File: config.mk
export PLATFORM = sky130hd
export DESIGN_NAME = laser_bias_startup
export DESIGN_NICKNAME = d
export VERILOG_FILES = /design/src/logic/ramp_trip_pkg.sv /design/src/logic/laser_bias_startup.sv
export SDC_FILE = /design/constraint.sdc
export NUM_CORES = 1
export LEC_CHECK = 0
export BUFFER_PORTS_ARGS = -buffer_cell sky130_fd_sc_hd__buf_2
export CORE_ASPECT_RATIO = 1.4
export CORE_MARGIN = 5
export CORE_UTILIZATION = 64
export CTS_CLUSTER_DIAMETER = 100
export CTS_CLUSTER_SIZE = 20
export DETAILED_ROUTE_END_ITERATION = 6
export HOLD_SLACK_MARGIN = 0.1
export PLACE_DENSITY = 0.81
export SETUP_SLACK_MARGIN = 0.4
export SLEW_MARGIN = 0
export SYNTH_ARGS = -nofsm -noshare
export SYNTH_HDL_FRONTEND = slang
export SYNTH_SLANG_ARGS = --single-unit
File: constraint.sdc
create_clock -name ref_clk_in -period 9.7 [get_ports ref_clk_in]
set_input_delay 0.485 -clock ref_clk_in [delete_from_list [all_inputs] [get_ports ref_clk_in]]
set_output_delay 0.485 -clock ref_clk_in [all_outputs]
set_load 0.1 [all_outputs]
File: src/logic/ramp_trip_pkg.sv
package ramp_trip_pkg;

  // ==========================================================
  // Register map
  localparam logic [7:0] RANGING_OFS = 8'hB9;
  localparam logic [7:0] STEP_HOT_OFS = 8'hBA;
  localparam logic [7:0] STEP_COLD_OFS = 8'hBB;
  localparam logic [7:0] HIGH_ADJ_OFS = 8'hBC;
  localparam logic [7:0] LOW_ADJ_OFS = 8'hBD;
  localparam logic [7:0] LOS_HIGH_OFS = 8'hBE;
  localparam logic [7:0] LOS_LOW_OFS = 8'hBF;
  localparam logic [7:0] BOUNDARY_OFS = 8'hC5;
  localparam logic [7:0] STATUS_OFS = 8'hD0;
  localparam logic [7:0] CEILING_OFS = 8'hEE;

  localparam logic [7:0] REG_RESET = 8'h00;
  localparam logic [7:0] READ_NONE = 8'h00;

  // ==========================================================
  // Fields
  localparam int RANGE_LSB = 0;
  localparam int RANGE_W = 3;
  localparam int ST_TXHI = 0;
  localparam int ST_TXLO = 1;
  localparam int ST_LOSLO = 2;
  localparam int ST_LOSHI = 3;
  localparam int ST_SEARCH = 4;
  localparam int ST_DONE = 5;
  localparam int ST_BMAX = 6;

  localparam logic [7:0] CODE_MAX = 8'hFF;
  localparam logic [7:0] CODE_MIN = 8'h00;

  // Full-scale fraction of each ranging code, times 256.
  localparam logic [8:0] RANGE_MULT [8] = '{
    9'h100, 9'h0CD, 9'h0AB, 9'h080,
    9'h066, 9'h055, 9'h049, 9'h040
  };

  // ==========================================================
  // Timing
  localparam int CLK_NS = 20;
  localparam int EVAL_NS = 1000;
  localparam int EVAL_CYCLES = (EVAL_NS + CLK_NS - 1) / CLK_NS;

  typedef enum logic [1:0] {
    ST_RAMP,
    ST_BSEARCH,
    ST_FINISHED
  } startup_state_e;

endpackage

File: src/logic/laser_bias_startup.sv
// Summary of operation
// - Temperature index above boundary selects the hot initial step.
// - Temperature index below boundary selects the cold initial step.
// - Ramp restarts at power-on and after every transmit-disable pulse.
// - Ramp adds twice the step plus one to bias until feedback crosses threshold.
// - Feedback crossing ends the ramp and starts the binary search.
// - A sum above the bias ceiling is dropped and search begins.
// - Bias-limit alarm is only detected after the search finishes.
// - High threshold is reference plus high adjust, saturating at FFh.
// - High power alarm while feedback exceeds the high threshold.
// - Low threshold is reference minus low adjust, clamped at 00h.
// - Low power alarm while feedback is below the low threshold.
// - Signal strength below low threshold sets the low loss flag.
// - Loss holds until above high threshold; then low clears, high sets.
// - Power-on clears both loss flags and watches the low threshold.
// - Reads need top level, or user level with either grant.
// - Writes need top level, or user level with read-write grant.
// - Three-bit ranging scales the comparison full scale, 000b full.
//
// The strobed register port was decided locally.
module laser_bias_startup #(
  parameter int BIAS_W = 10,
  parameter int EVAL_CNT = ramp_trip_pkg::EVAL_CYCLES
) (
  input wire logic ref_clk_in,
  input wire logic reset_in,
  input wire logic ce_in,
  input wire logic [7:0] addr_in,
  input wire logic [7:0] wr_data_in,
  input wire logic wr_in,
  input wire logic rd_in,
  input wire logic top_password_level_in,
  input wire logic user_password_level_in,
  input wire logic table_readwrite_grant_in,
  input wire logic table_read_grant_in,
  input wire logic [7:0] temperature_index_in,
  input wire logic [7:0] power_loop_reference_in,
  input wire logic [7:0] power_feedback_in,
  input wire logic [7:0] rssi_in,
  input wire logic tx_disable_in,
  output logic [7:0] rd_data_out,
  output logic [BIAS_W-1:0] bias_out,
  output logic startup_done_out,
  output logic bias_max_alarm_out,
  output logic tx_power_high_alarm_out,
  output logic tx_power_low_alarm_out,
  output logic signal_loss_low_flag_out,
  output logic signal_loss_high_flag_out
);
  import ramp_trip_pkg::*;

  // ==========================================================
  // Register file
  logic [7:0] power_loop_ranging;
  logic [7:0] init_step_hot;
  logic [7:0] init_step_cold;
  logic [7:0] tx_power_high_adjust;
  logic [7:0] tx_power_low_adjust;
  logic [7:0] signal_loss_high_threshold;
  logic [7:0] signal_loss_low_threshold;
  logic [7:0] step_temp_boundary;
  logic [7:0] bias_ceiling;
  logic rd_ok;
  logic wr_ok;
  logic [7:0] status;

  assign rd_ok = top_password_level_in | (user_password_level_in
    & (table_readwrite_grant_in | table_read_grant_in));
  assign wr_ok = top_password_level_in
    | (user_password_level_in & table_readwrite_grant_in);

  always_ff @(posedge ref_clk_in or posedge reset_in) begin
    if (reset_in) begin
      power_loop_ranging <= REG_RESET;
      init_step_hot <= REG_RESET;
      init_step_cold <= REG_RESET;
      tx_power_high_adjust <= REG_RESET;
      tx_power_low_adjust <= REG_RESET;
      signal_loss_high_threshold <= REG_RESET;
      signal_loss_low_threshold <= REG_RESET;
      step_temp_boundary <= REG_RESET;
      bias_ceiling <= REG_RESET;
    end else if (ce_in && wr_in && wr_ok) begin
      case (addr_in)
        RANGING_OFS: power_loop_ranging <= wr_data_in;
        STEP_HOT_OFS: init_step_hot <= wr_data_in;
        STEP_COLD_OFS: init_step_cold <= wr_data_in;
        HIGH_ADJ_OFS: tx_power_high_adjust <= wr_data_in;
        LOW_ADJ_OFS: tx_power_low_adjust <= wr_data_in;
        LOS_HIGH_OFS: signal_loss_high_threshold <= wr_data_in;
        LOS_LOW_OFS: signal_loss_low_threshold <= wr_data_in;
        BOUNDARY_OFS: step_temp_boundary <= wr_data_in;
        CEILING_OFS: bias_ceiling <= wr_data_in;
        default: ;
      endcase
    end
  end

  // A refused or unmapped read answers zero rather than stalling.
  always_ff @(posedge ref_clk_in or posedge reset_in) begin
    if (reset_in) begin
      rd_data_out <= READ_NONE;
    end else if (ce_in) begin
      rd_data_out <= READ_NONE;
      if (rd_in && rd_ok) begin
        case (addr_in)
          RANGING_OFS: rd_data_out <= power_loop_ranging;
          STEP_HOT_OFS: rd_data_out <= init_step_hot;
          STEP_COLD_OFS: rd_data_out <= init_step_cold;
          HIGH_ADJ_OFS: rd_data_out <= tx_power_high_adjust;
          LOW_ADJ_OFS: rd_data_out <= tx_power_low_adjust;
          LOS_HIGH_OFS: rd_data_out <= signal_loss_high_threshold;
          LOS_LOW_OFS: rd_data_out <= signal_loss_low_threshold;
          BOUNDARY_OFS: rd_data_out <= step_temp_boundary;
          CEILING_OFS: rd_data_out <= bias_ceiling;
          STATUS_OFS: rd_data_out <= status;
          default: rd_data_out <= READ_NONE;
        endcase
      end
    end
  end

  // ==========================================================
  // Pin synchronisers
  // The analog codes are sampled as whole words; the converter must
  // hold each code steady for several clocks so no torn word is seen.
  logic [7:0] fb_meta;
  logic [7:0] fb_q;
  logic [7:0] rssi_meta;
  logic [7:0] rssi_q;
  logic txd_meta;
  logic txd_q;
  logic txd_last;

  always_ff @(posedge ref_clk_in or posedge reset_in) begin
    if (reset_in) begin
      fb_meta <= CODE_MIN;
      fb_q <= CODE_MIN;
      rssi_meta <= CODE_MIN;
      rssi_q <= CODE_MIN;
      txd_meta <= 1'b0;
      txd_q <= 1'b0;
      txd_last <= 1'b0;
    end else if (ce_in) begin
      fb_meta <= power_feedback_in;
      fb_q <= fb_meta;
      rssi_meta <= rssi_in;
      rssi_q <= rssi_meta;
      txd_meta <= tx_disable_in;
      txd_q <= txd_meta;
      txd_last <= txd_q;
    end
  end

  // ==========================================================
  // Threshold arithmetic
  function automatic logic [7:0] scale(input logic [7:0] code,
                                       input logic [2:0] rng);
    logic [16:0] prod;
    prod = 17'(code) * 17'(RANGE_MULT[rng]);
    return prod[15:8];
  endfunction

  logic [2:0] rng;
  logic [8:0] high_sum;
  logic [7:0] high_code;
  logic [7:0] low_code;
  logic [7:0] apc_thr;
  logic [7:0] high_thr;
  logic [7:0] low_thr;
  logic fb_over;

  assign rng = power_loop_ranging[RANGE_LSB +: RANGE_W];
  assign high_sum = {1'b0, power_loop_reference_in} + {1'b0, tx_power_high_adjust};
  assign high_code = high_sum[8] ? CODE_MAX : high_sum[7:0];
  assign low_code = (tx_power_low_adjust > power_loop_reference_in) ? CODE_MIN
    : power_loop_reference_in - tx_power_low_adjust;
  assign apc_thr = scale(power_loop_reference_in, rng);
  assign high_thr = scale(high_code, rng);
  assign low_thr = scale(low_code, rng);
  assign fb_over = fb_q > apc_thr;

  always_ff @(posedge ref_clk_in or posedge reset_in) begin
    if (reset_in) begin
      tx_power_high_alarm_out <= 1'b0;
      tx_power_low_alarm_out <= 1'b0;
    end else if (ce_in) begin
      tx_power_high_alarm_out <= fb_q > high_thr;
      tx_power_low_alarm_out <= fb_q < low_thr;
    end
  end

  // ==========================================================
  // Loss-of-signal hysteresis
  always_ff @(posedge ref_clk_in or posedge reset_in) begin
    if (reset_in) begin
      signal_loss_low_flag_out <= 1'b0;
      signal_loss_high_flag_out <= 1'b0;
    end else if (ce_in) begin
      if (!signal_loss_low_flag_out) begin
        if (rssi_q < signal_loss_low_threshold) begin
          signal_loss_low_flag_out <= 1'b1;
        end
      end else if (rssi_q > signal_loss_high_threshold) begin
        signal_loss_low_flag_out <= 1'b0;
        signal_loss_high_flag_out <= 1'b1;
      end
    end
  end

  // ==========================================================
  // Start-up sequencer
  localparam int SUM_W = BIAS_W + 1;
  localparam int IDX_W = $clog2(BIAS_W);
  localparam int TICK_W = $clog2(EVAL_CNT + 1);
  localparam logic [TICK_W-1:0] TICK_LAST = TICK_W'(EVAL_CNT - 1);

  startup_state_e state;
  logic [TICK_W-1:0] tick_cnt;
  logic tick;
  logic restart;
  logic [7:0] step_sel;
  logic [SUM_W-1:0] step_full;
  logic [SUM_W-1:0] ceil_full;
  logic [SUM_W-1:0] ramp_sum;
  logic ramp_over;
  logic adding;
  logic [IDX_W-1:0] bit_idx;
  logic trial_set;
  logic [BIAS_W-1:0] kept;
  logic [BIAS_W-1:0] trial;
  logic [BIAS_W-1:0] top_bit;

  assign restart = txd_last && !txd_q;
  assign tick = tick_cnt == '0;
  assign step_sel = (temperature_index_in > step_temp_boundary)
    ? init_step_hot
    : init_step_cold;
  assign step_full = SUM_W'({step_sel, 1'b1});
  assign ceil_full = SUM_W'({bias_ceiling, {(BIAS_W - 8){1'b1}}});
  assign ramp_sum = {1'b0, bias_out} + step_full;
  assign ramp_over = ramp_sum > ceil_full;
  assign adding = ce_in && state == ST_RAMP && tick && !restart
    && !fb_over && !ramp_over;
  assign top_bit = {1'b1, {(BIAS_W - 1){1'b0}}};
  assign kept = (trial_set && fb_over)
    ? bias_out & ~(BIAS_W'(1) << bit_idx) : bias_out;
  assign trial = kept | (BIAS_W'(1) << (bit_idx - IDX_W'(1)));

  // Comparator settle timer paces every ramp and search bias change.
  always_ff @(posedge ref_clk_in or posedge reset_in) begin
    if (reset_in) begin
      tick_cnt <= TICK_LAST;
    end else if (ce_in) begin
      if (restart || tick) begin
        tick_cnt <= TICK_LAST;
      end else begin
        tick_cnt <= tick_cnt - TICK_W'(1);
      end
    end
  end

  always_ff @(posedge ref_clk_in or posedge reset_in) begin
    if (reset_in) begin
      state <= ST_RAMP;
      bias_out <= '0;
      bit_idx <= '0;
      trial_set <= 1'b0;
    end else if (ce_in) begin
      if (restart) begin
        state <= ST_RAMP;
        bias_out <= '0;
        trial_set <= 1'b0;
      end else if (tick) begin
        case (state)
          ST_RAMP: begin
            if (fb_over || ramp_over) begin
              // Search restarts from the top so it can also move down.
              state <= ST_BSEARCH;
              bit_idx <= IDX_W'(BIAS_W - 1);
              trial_set <= {1'b0, top_bit} <= ceil_full;
              bias_out <= ({1'b0, top_bit} <= ceil_full) ? top_bit : '0;
            end else begin
              bias_out <= ramp_sum[BIAS_W-1:0];
            end
          end
          ST_BSEARCH: begin
            if (bit_idx == '0) begin
              state <= ST_FINISHED;
              bias_out <= kept;
              trial_set <= 1'b0;
            end else begin
              bit_idx <= bit_idx - IDX_W'(1);
              trial_set <= {1'b0, trial} <= ceil_full;
              bias_out <= ({1'b0, trial} <= ceil_full) ? trial : kept;
            end
          end
          ST_FINISHED: ;
          default: state <= ST_RAMP;
        endcase
      end
    end
  end

  always_ff @(posedge ref_clk_in or posedge reset_in) begin
    if (reset_in) begin
      startup_done_out <= 1'b0;
      bias_max_alarm_out <= 1'b0;
    end else if (ce_in) begin
      startup_done_out <= state == ST_FINISHED && !restart;
      bias_max_alarm_out <= state == ST_FINISHED && !restart
        && {1'b0, bias_out} > ceil_full;
    end
  end

  always_comb begin
    status = '0;
    status[ST_TXHI] = tx_power_high_alarm_out;
    status[ST_TXLO] = tx_power_low_alarm_out;
    status[ST_LOSLO] = signal_loss_low_flag_out;
    status[ST_LOSHI] = signal_loss_high_flag_out;
    status[ST_SEARCH] = state == ST_BSEARCH;
    status[ST_DONE] = startup_done_out;
    status[ST_BMAX] = bias_max_alarm_out;
  end

  // ==========================================================
  // Checks
  a_hot_step: assert property (
    @(posedge ref_clk_in) disable iff (reset_in)
    adding && temperature_index_in > step_temp_boundary
    |=> bias_out == $past(bias_out) + BIAS_W'({$past(init_step_hot), 1'b1}))
    else $error("hot step not applied");

  a_cold_step: assert property (
    @(posedge ref_clk_in) disable iff (reset_in)
    adding && temperature_index_in <= step_temp_boundary
    |=> bias_out == $past(bias_out) + BIAS_W'({$past(init_step_cold), 1'b1}))
    else $error("cold step not applied");

  a_ramp_restart: assert property (
    @(posedge ref_clk_in) disable iff (reset_in)
    ce_in && restart |=> state == ST_RAMP && bias_out == '0)
    else $error("disable pulse did not restart ramp");

  a_ceiling_stop: assert property (
    @(posedge ref_clk_in) disable iff (reset_in)
    ce_in && tick && !restart && state == ST_RAMP && ramp_over
    |=> state == ST_BSEARCH && {1'b0, bias_out} <= $past(ceil_full))
    else $error("ceiling sum loaded");

  a_alarm_gated: assert property (
    @(posedge ref_clk_in) disable iff (reset_in)
    state != ST_FINISHED ##1 state != ST_FINISHED |-> !bias_max_alarm_out)
    else $error("bias alarm during start-up");

  a_high_alarm: assert property (
    @(posedge ref_clk_in) disable iff (reset_in)
    ce_in |=> tx_power_high_alarm_out == ($past(fb_q) > $past(high_thr)))
    else $error("high power alarm wrong");

  a_high_sat: assert property (
    @(posedge ref_clk_in) disable iff (reset_in)
    high_code >= power_loop_reference_in
    && high_code >= tx_power_high_adjust)
    else $error("high threshold wrapped");

  a_low_clamp: assert property (
    @(posedge ref_clk_in) disable iff (reset_in)
    low_code <= power_loop_reference_in)
    else $error("low threshold wrapped");

  a_los_set: assert property (
    @(posedge ref_clk_in) disable iff (reset_in)
    ce_in && !signal_loss_low_flag_out
    && rssi_q < signal_loss_low_threshold |=> signal_loss_low_flag_out)
    else $error("loss flag not set");

  a_los_release: assert property (
    @(posedge ref_clk_in) disable iff (reset_in)
    ce_in && signal_loss_low_flag_out && rssi_q > signal_loss_high_threshold
    |=> !signal_loss_low_flag_out && signal_loss_high_flag_out)
    else $error("loss release wrong");

  a_write_gate: assert property (
    @(posedge ref_clk_in) disable iff (reset_in)
    wr_in && !wr_ok |=> $stable(init_step_hot) && $stable(bias_ceiling))
    else $error("write passed the password gate");

  a_read_gate: assert property (
    @(posedge ref_clk_in) disable iff (reset_in)
    ce_in && rd_in && !rd_ok |=> rd_data_out == READ_NONE)
    else $error("read passed the password gate");

  a_step_pace: assert property (
    @(posedge ref_clk_in) disable iff (reset_in)
    adding |=> !adding [*2])
    else $error("ramp steps too close");

endmodule

==> summary.md <==
| Metric | Value |
|---|---|
| Setup WS pre-CTS | 556 ps |
| Post-detailed-placement cell area | about 16,000 um^2 |
| Fin area | ~17,000 um^2 |
| Area grow syn2layout | 8.35% |
| Horizontal die dimension | 142 um |
| Crit path arrival time | just over 9000 ps |
| Maxcap violations | 0 |
| Total of endpoints with negative setup slack in the final report | 0 |
| Result of the run | finished, final reports clean |
| Most instantiated library cell after synthesis | sky130_fd_sc_hd__inv_1 |
| Drt first pass iters | 6 |
| Final critical-path required period | ~9000 ps |
| Number of nets with antenna violations after detailed routing | 0 |
| Static power due to leakage | 0.00890 uW |
| Required arrival time at the worst endpoint | roughly 10,000 ps |
| Diode insertion count for antenna repair | 0 |
| Top_reg_cell synth | sky130_fd_sc_hd__dfrtp_1 |
| Synth Area in XOR/XNOR | 0.0267 |
| Worst max-slew margin expressed relative to the limit | 0.224 |
| Clock tree sinks | ~140 |
| Routed vias/inst | around 6.2 |
| DRC marker count from the first detailed-route iteration | ~900 |
| Number of levels the H-tree was split into | 4 |
| Count of unique library cells instantiated by Yosys | 72 |
| Synthesized netlist net count | ~2,100 |
| Crit path launch type | register |
| Fmax | 112 MHz |
| Die ar. | between 20,000 and 30,000 um^2 |
| Wire length after detailed routing | approximately 43,000 um |
| Largest buffer count on any clock path | 2 |
| Clock root buffer master | sky130_fd_sc_hd__clkbuf_16 |
| Filler instances | 1,883 |
| Count of mapped cells out of synthesis | 1,710 |
| Reg2reg start | power_loop_ranging[2] |
| Final Net Count | around 2,200 |
| Boundary pin count | 82 |
| CP dominant cell by count | sky130_fd_sc_hd__fa_1 |
| Worst-path cell with the longest stage delay | sky130_fd_sc_hd__dfrtp_1 |
| Sum of negative setup slack | 0 ps |
| Logic gate share of total power | 0.337 |
| Async SR Flop Fraction | 1.00 |
| Antenna violations before repair | 0 |
| Number of pins with negative max-slew slack in the final report | 0 |
| Most area-consuming cells after synthesis | sky130_fd_sc_hd__dfrtp_1 (22%), sky130_fd_sc_hd__ha_1 (16%), sky130_fd_sc_hd__fa_1 (16%), sky130_fd_sc_hd__mux2_2 (7.3%), sky130_fd_sc_hd__inv_1 (5.8%) |
| Post-synthesis cell area | 15,700 um^2 |
| Critical Path Sink Type | register |
| Via count of the first global-routing pass | 13,700 |
| Final GP Congestion | between 0.9 and 1 |
| Number of standard cells in the layout, taps in and fillers out | between 2,000 and 2,500 |
| Initial core utilization | 0.644 |
| Depth of the most critical reg-to-reg path | 31 |
| Net switching component of the power | between 700 and 800 uW |
| Total half-perimeter wirelength after legalization and detailed placement | between 30,000 and 40,000 um |
| Sw Ratio | 0.385 |
| Most common library cells after synthesis | sky130_fd_sc_hd__inv_1 (243), sky130_fd_sc_hd__ha_1 (202), sky130_fd_sc_hd__nand2_1 (174) |
| Dominant combinational cell family by area after synthesis | adder cells |
| RSZ-0062 raised after global routing | no |
| Share of synthesized area spent on multiplexers | 0.0765 |
| Yosys Warn Count | 0 |
| Proportion of netlist area held by the largest area contributor | 0.224 |
| Setup repair bufs after CTS | 0 |
| Post-route setup slack | 762 ps |
| Max incr delay on CP | around 650 ps |
| Worst min-delay path category | in2async |
| Peak VDD IR | roughly 0.14 mV |
| Clock transition at the registers of the reported paths | roughly 60 ps |
| Max Clock Skew | slightly above 9 ps |
| Sum of buffers and inverters on the critical path | 3 |
| Power per Cell Area | 120 nW/um^2 |
| Largest net degree at the start of global routing | a little under 90 |
| Gate family responsible for the most delay along the worst path | compound AO/OA/AOI/OAI gates |
| Later-pin clock latency in the skew report | about 420 ps |
| Simple-gate area share of the yosys netlist | 0.151 |
| FF-to-FF setup slack | roughly 760 ps |
| Cts bufs inserted | 17 |
| Chip Height | around 200 um |
| Number of placed instances with taps included | about 2,100 |
| # DRC | 0 |
| Share of layout cells above drive strength 1 | 0.142 |
| Part of the total power dissipated in sequential elements | 0.360 |
| Port Buffer Count | 81 |
| Area fraction in compound gates after synthesis | 0.129 |
| Wire length of the first global-routing pass | around 69,000 um |
| Vias | approximately 13,000 |
| R2R Path End | bias_out[7] |
| Post-synthesis register bit count | 144 |
| Adder and majority gate portion of the synthesized area | 0.317 |
| Grt total ovfl | 0 |
| Crit Path Class | reg2reg |
| Clock group share of total power | 0.303 |
| Row count | 68 |
| Post-synth top area cell | sky130_fd_sc_hd__dfrtp_1 |
| Detailed-route wire length per cell | between 20 and 25 um |
| Total Routing Usage GR | 0.311 |
| Peak fanout along the critical path | 15 |
| TritonCTS clock tree | done |
| Hold violation count in the final report | 0 |
| Mean Syn Cell Area | slightly above 9 um^2 |
| Internal power contribution | 1260 uW |
| Post-synthesis sequential area ratio | 0.230 |
| Final period util | 0.921 |
| Floorplan Core Area | approximately 24,000 um^2 |
| Worst slew pin tran | between 1000 and 1500 ps |
| Number of enable flip-flop cells after synthesis | 0 |
==> power groups by stage <==
stage,registers [uW],logic (uW),clock network [uW]
after floorplan,814,415,0
after global placement,743,661,0
after detailed placement,744,681,0
after CTS,735,688,623
after global routing,742,764,652
final,737,689,619
==> metal layers <==
layer	vias to the layer above	GRT usage	wire [um]
met1	6452	0.356	15300
met2	551	0.548	22000
met3	183	0.0318	2120
li1	5938	-	-
met5	-	0	0
met4	0	0.198	3170
==> sequential cells by signal, indices dropped and copies added, names as in the netlist, 2 cells and up <==
register                    flops
bias_ceiling                    8
bias_out                       10
bit_idx                         4
fb_meta                         8
fb_q                            8
init_step_cold                  8
init_step_hot                   8
power_loop_ranging              8
rd_data_out                     8
rssi_meta                       8
rssi_q                          8
signal_loss_high_threshold      8
signal_loss_low_threshold       8
state                           2
step_temp_boundary              8
tick_cnt                        6
tx_power_high_adjust            8
tx_power_low_adjust             8
==> layout make-up <==
class	instances	area, um^2	area share
clock buffer	20	447	0.0262
clock inverter	11	109	0.00639
inverter	244	921	0.0541
multi-input combinational	1274	11000	0.647
sequential	144	3610	0.212
tap	315	394	0.0231
timing repair buffer	97	526	0.0309
==> worst max-delay path by stage <==
stage,startpoint,endpoint,slack [ps],cells past startpoint
2_1_floorplan,power_loop_ranging[1],bias_out[7],1270,38
3_3_place_gp,power_loop_ranging[2],bias_out[9],840,33
3_5_place_dp,power_loop_ranging[1],bias_out[7],560,33
4_1_cts,power_loop_ranging[1],bias_out[7],560,34
5_1_grt,power_loop_ranging[1],bias_out[7],420,33
6_report,power_loop_ranging[2],bias_out[7],760,31
==> per-stage QoR <==
step                      power, uW   util  hold WS, ps
after floorplan                1230      -          449
after global placement         1400  0.674          479
after detailed placement       1430  0.674          489
after CTS                      2050  0.697          140
after global routing           2160  0.697          171
final                          2040  0.697          128
==> cells by family after synthesis <==
| kind of cell | count (synthesis) |
|---|---|
| AND/OR/NAND/NOR | 495 |
| adder cells (fa/ha/maj) | 325 |
| AO/OA/AOI/OAI | 299 |
| buffers and inverters | 292 |
| flip-flops | 144 |
| multiplexers | 107 |
| XOR/XNOR | 48 |
==> layout by cell type, fill, tap and decap left out, types with 14 or more instances in the layout <==
| cell type | Yosys | layout |
|---|---|---|
| sky130_fd_sc_hd__inv_1 | 243 | 242 |
| sky130_fd_sc_hd__fa_1 | 123 | 123 |
| sky130_fd_sc_hd__dfrtp_1 | 141 | 141 |
| sky130_fd_sc_hd__a21oi_1 | 52 | 52 |
| sky130_fd_sc_hd__and2_1 | 51 | 51 |
| sky130_fd_sc_hd__nor2_1 | 99 | 99 |
| sky130_fd_sc_hd__nand2_1 | 174 | 174 |
| sky130_fd_sc_hd__a21o_1 | 27 | 27 |
| sky130_fd_sc_hd__and3_1 | 21 | 21 |
| sky130_fd_sc_hd__a22o_1 | 15 | 15 |
| sky130_fd_sc_hd__xor2_1 | 15 | 15 |
| sky130_fd_sc_hd__nand2b_1 | 15 | 15 |
| sky130_fd_sc_hd__nand4_1 | 14 | 14 |
| sky130_fd_sc_hd__a22oi_1 | 26 | 26 |
| sky130_fd_sc_hd__or2_2 | 14 | 14 |
| sky130_fd_sc_hd__ha_1 | 202 | 202 |
| sky130_fd_sc_hd__clkbuf_16 | 0 | 17 |
| sky130_fd_sc_hd__nor3_1 | 26 | 26 |
| sky130_fd_sc_hd__nand3_1 | 32 | 32 |
| sky130_fd_sc_hd__mux2_2 | 102 | 101 |
| sky130_fd_sc_hd__o21ai_0 | 76 | 75 |
| sky130_fd_sc_hd__o21a_1 | 16 | 16 |
| sky130_fd_sc_hd__buf_2 | 1 | 81 |
| sky130_fd_sc_hd__xnor2_1 | 33 | 33 |
| sky130_fd_sc_hd__nor2b_1 | 21 | 21 |
| sky130_fd_sc_hd__buf_4 | 0 | 16 |
==> timing repair <==
action	CTS	global route
resized for setup	0	5
hold buffers	0	0
endpoints found under the hold margin	0	0
setup endpoints to repair	0	11
(Power assumes the default switching activity.)
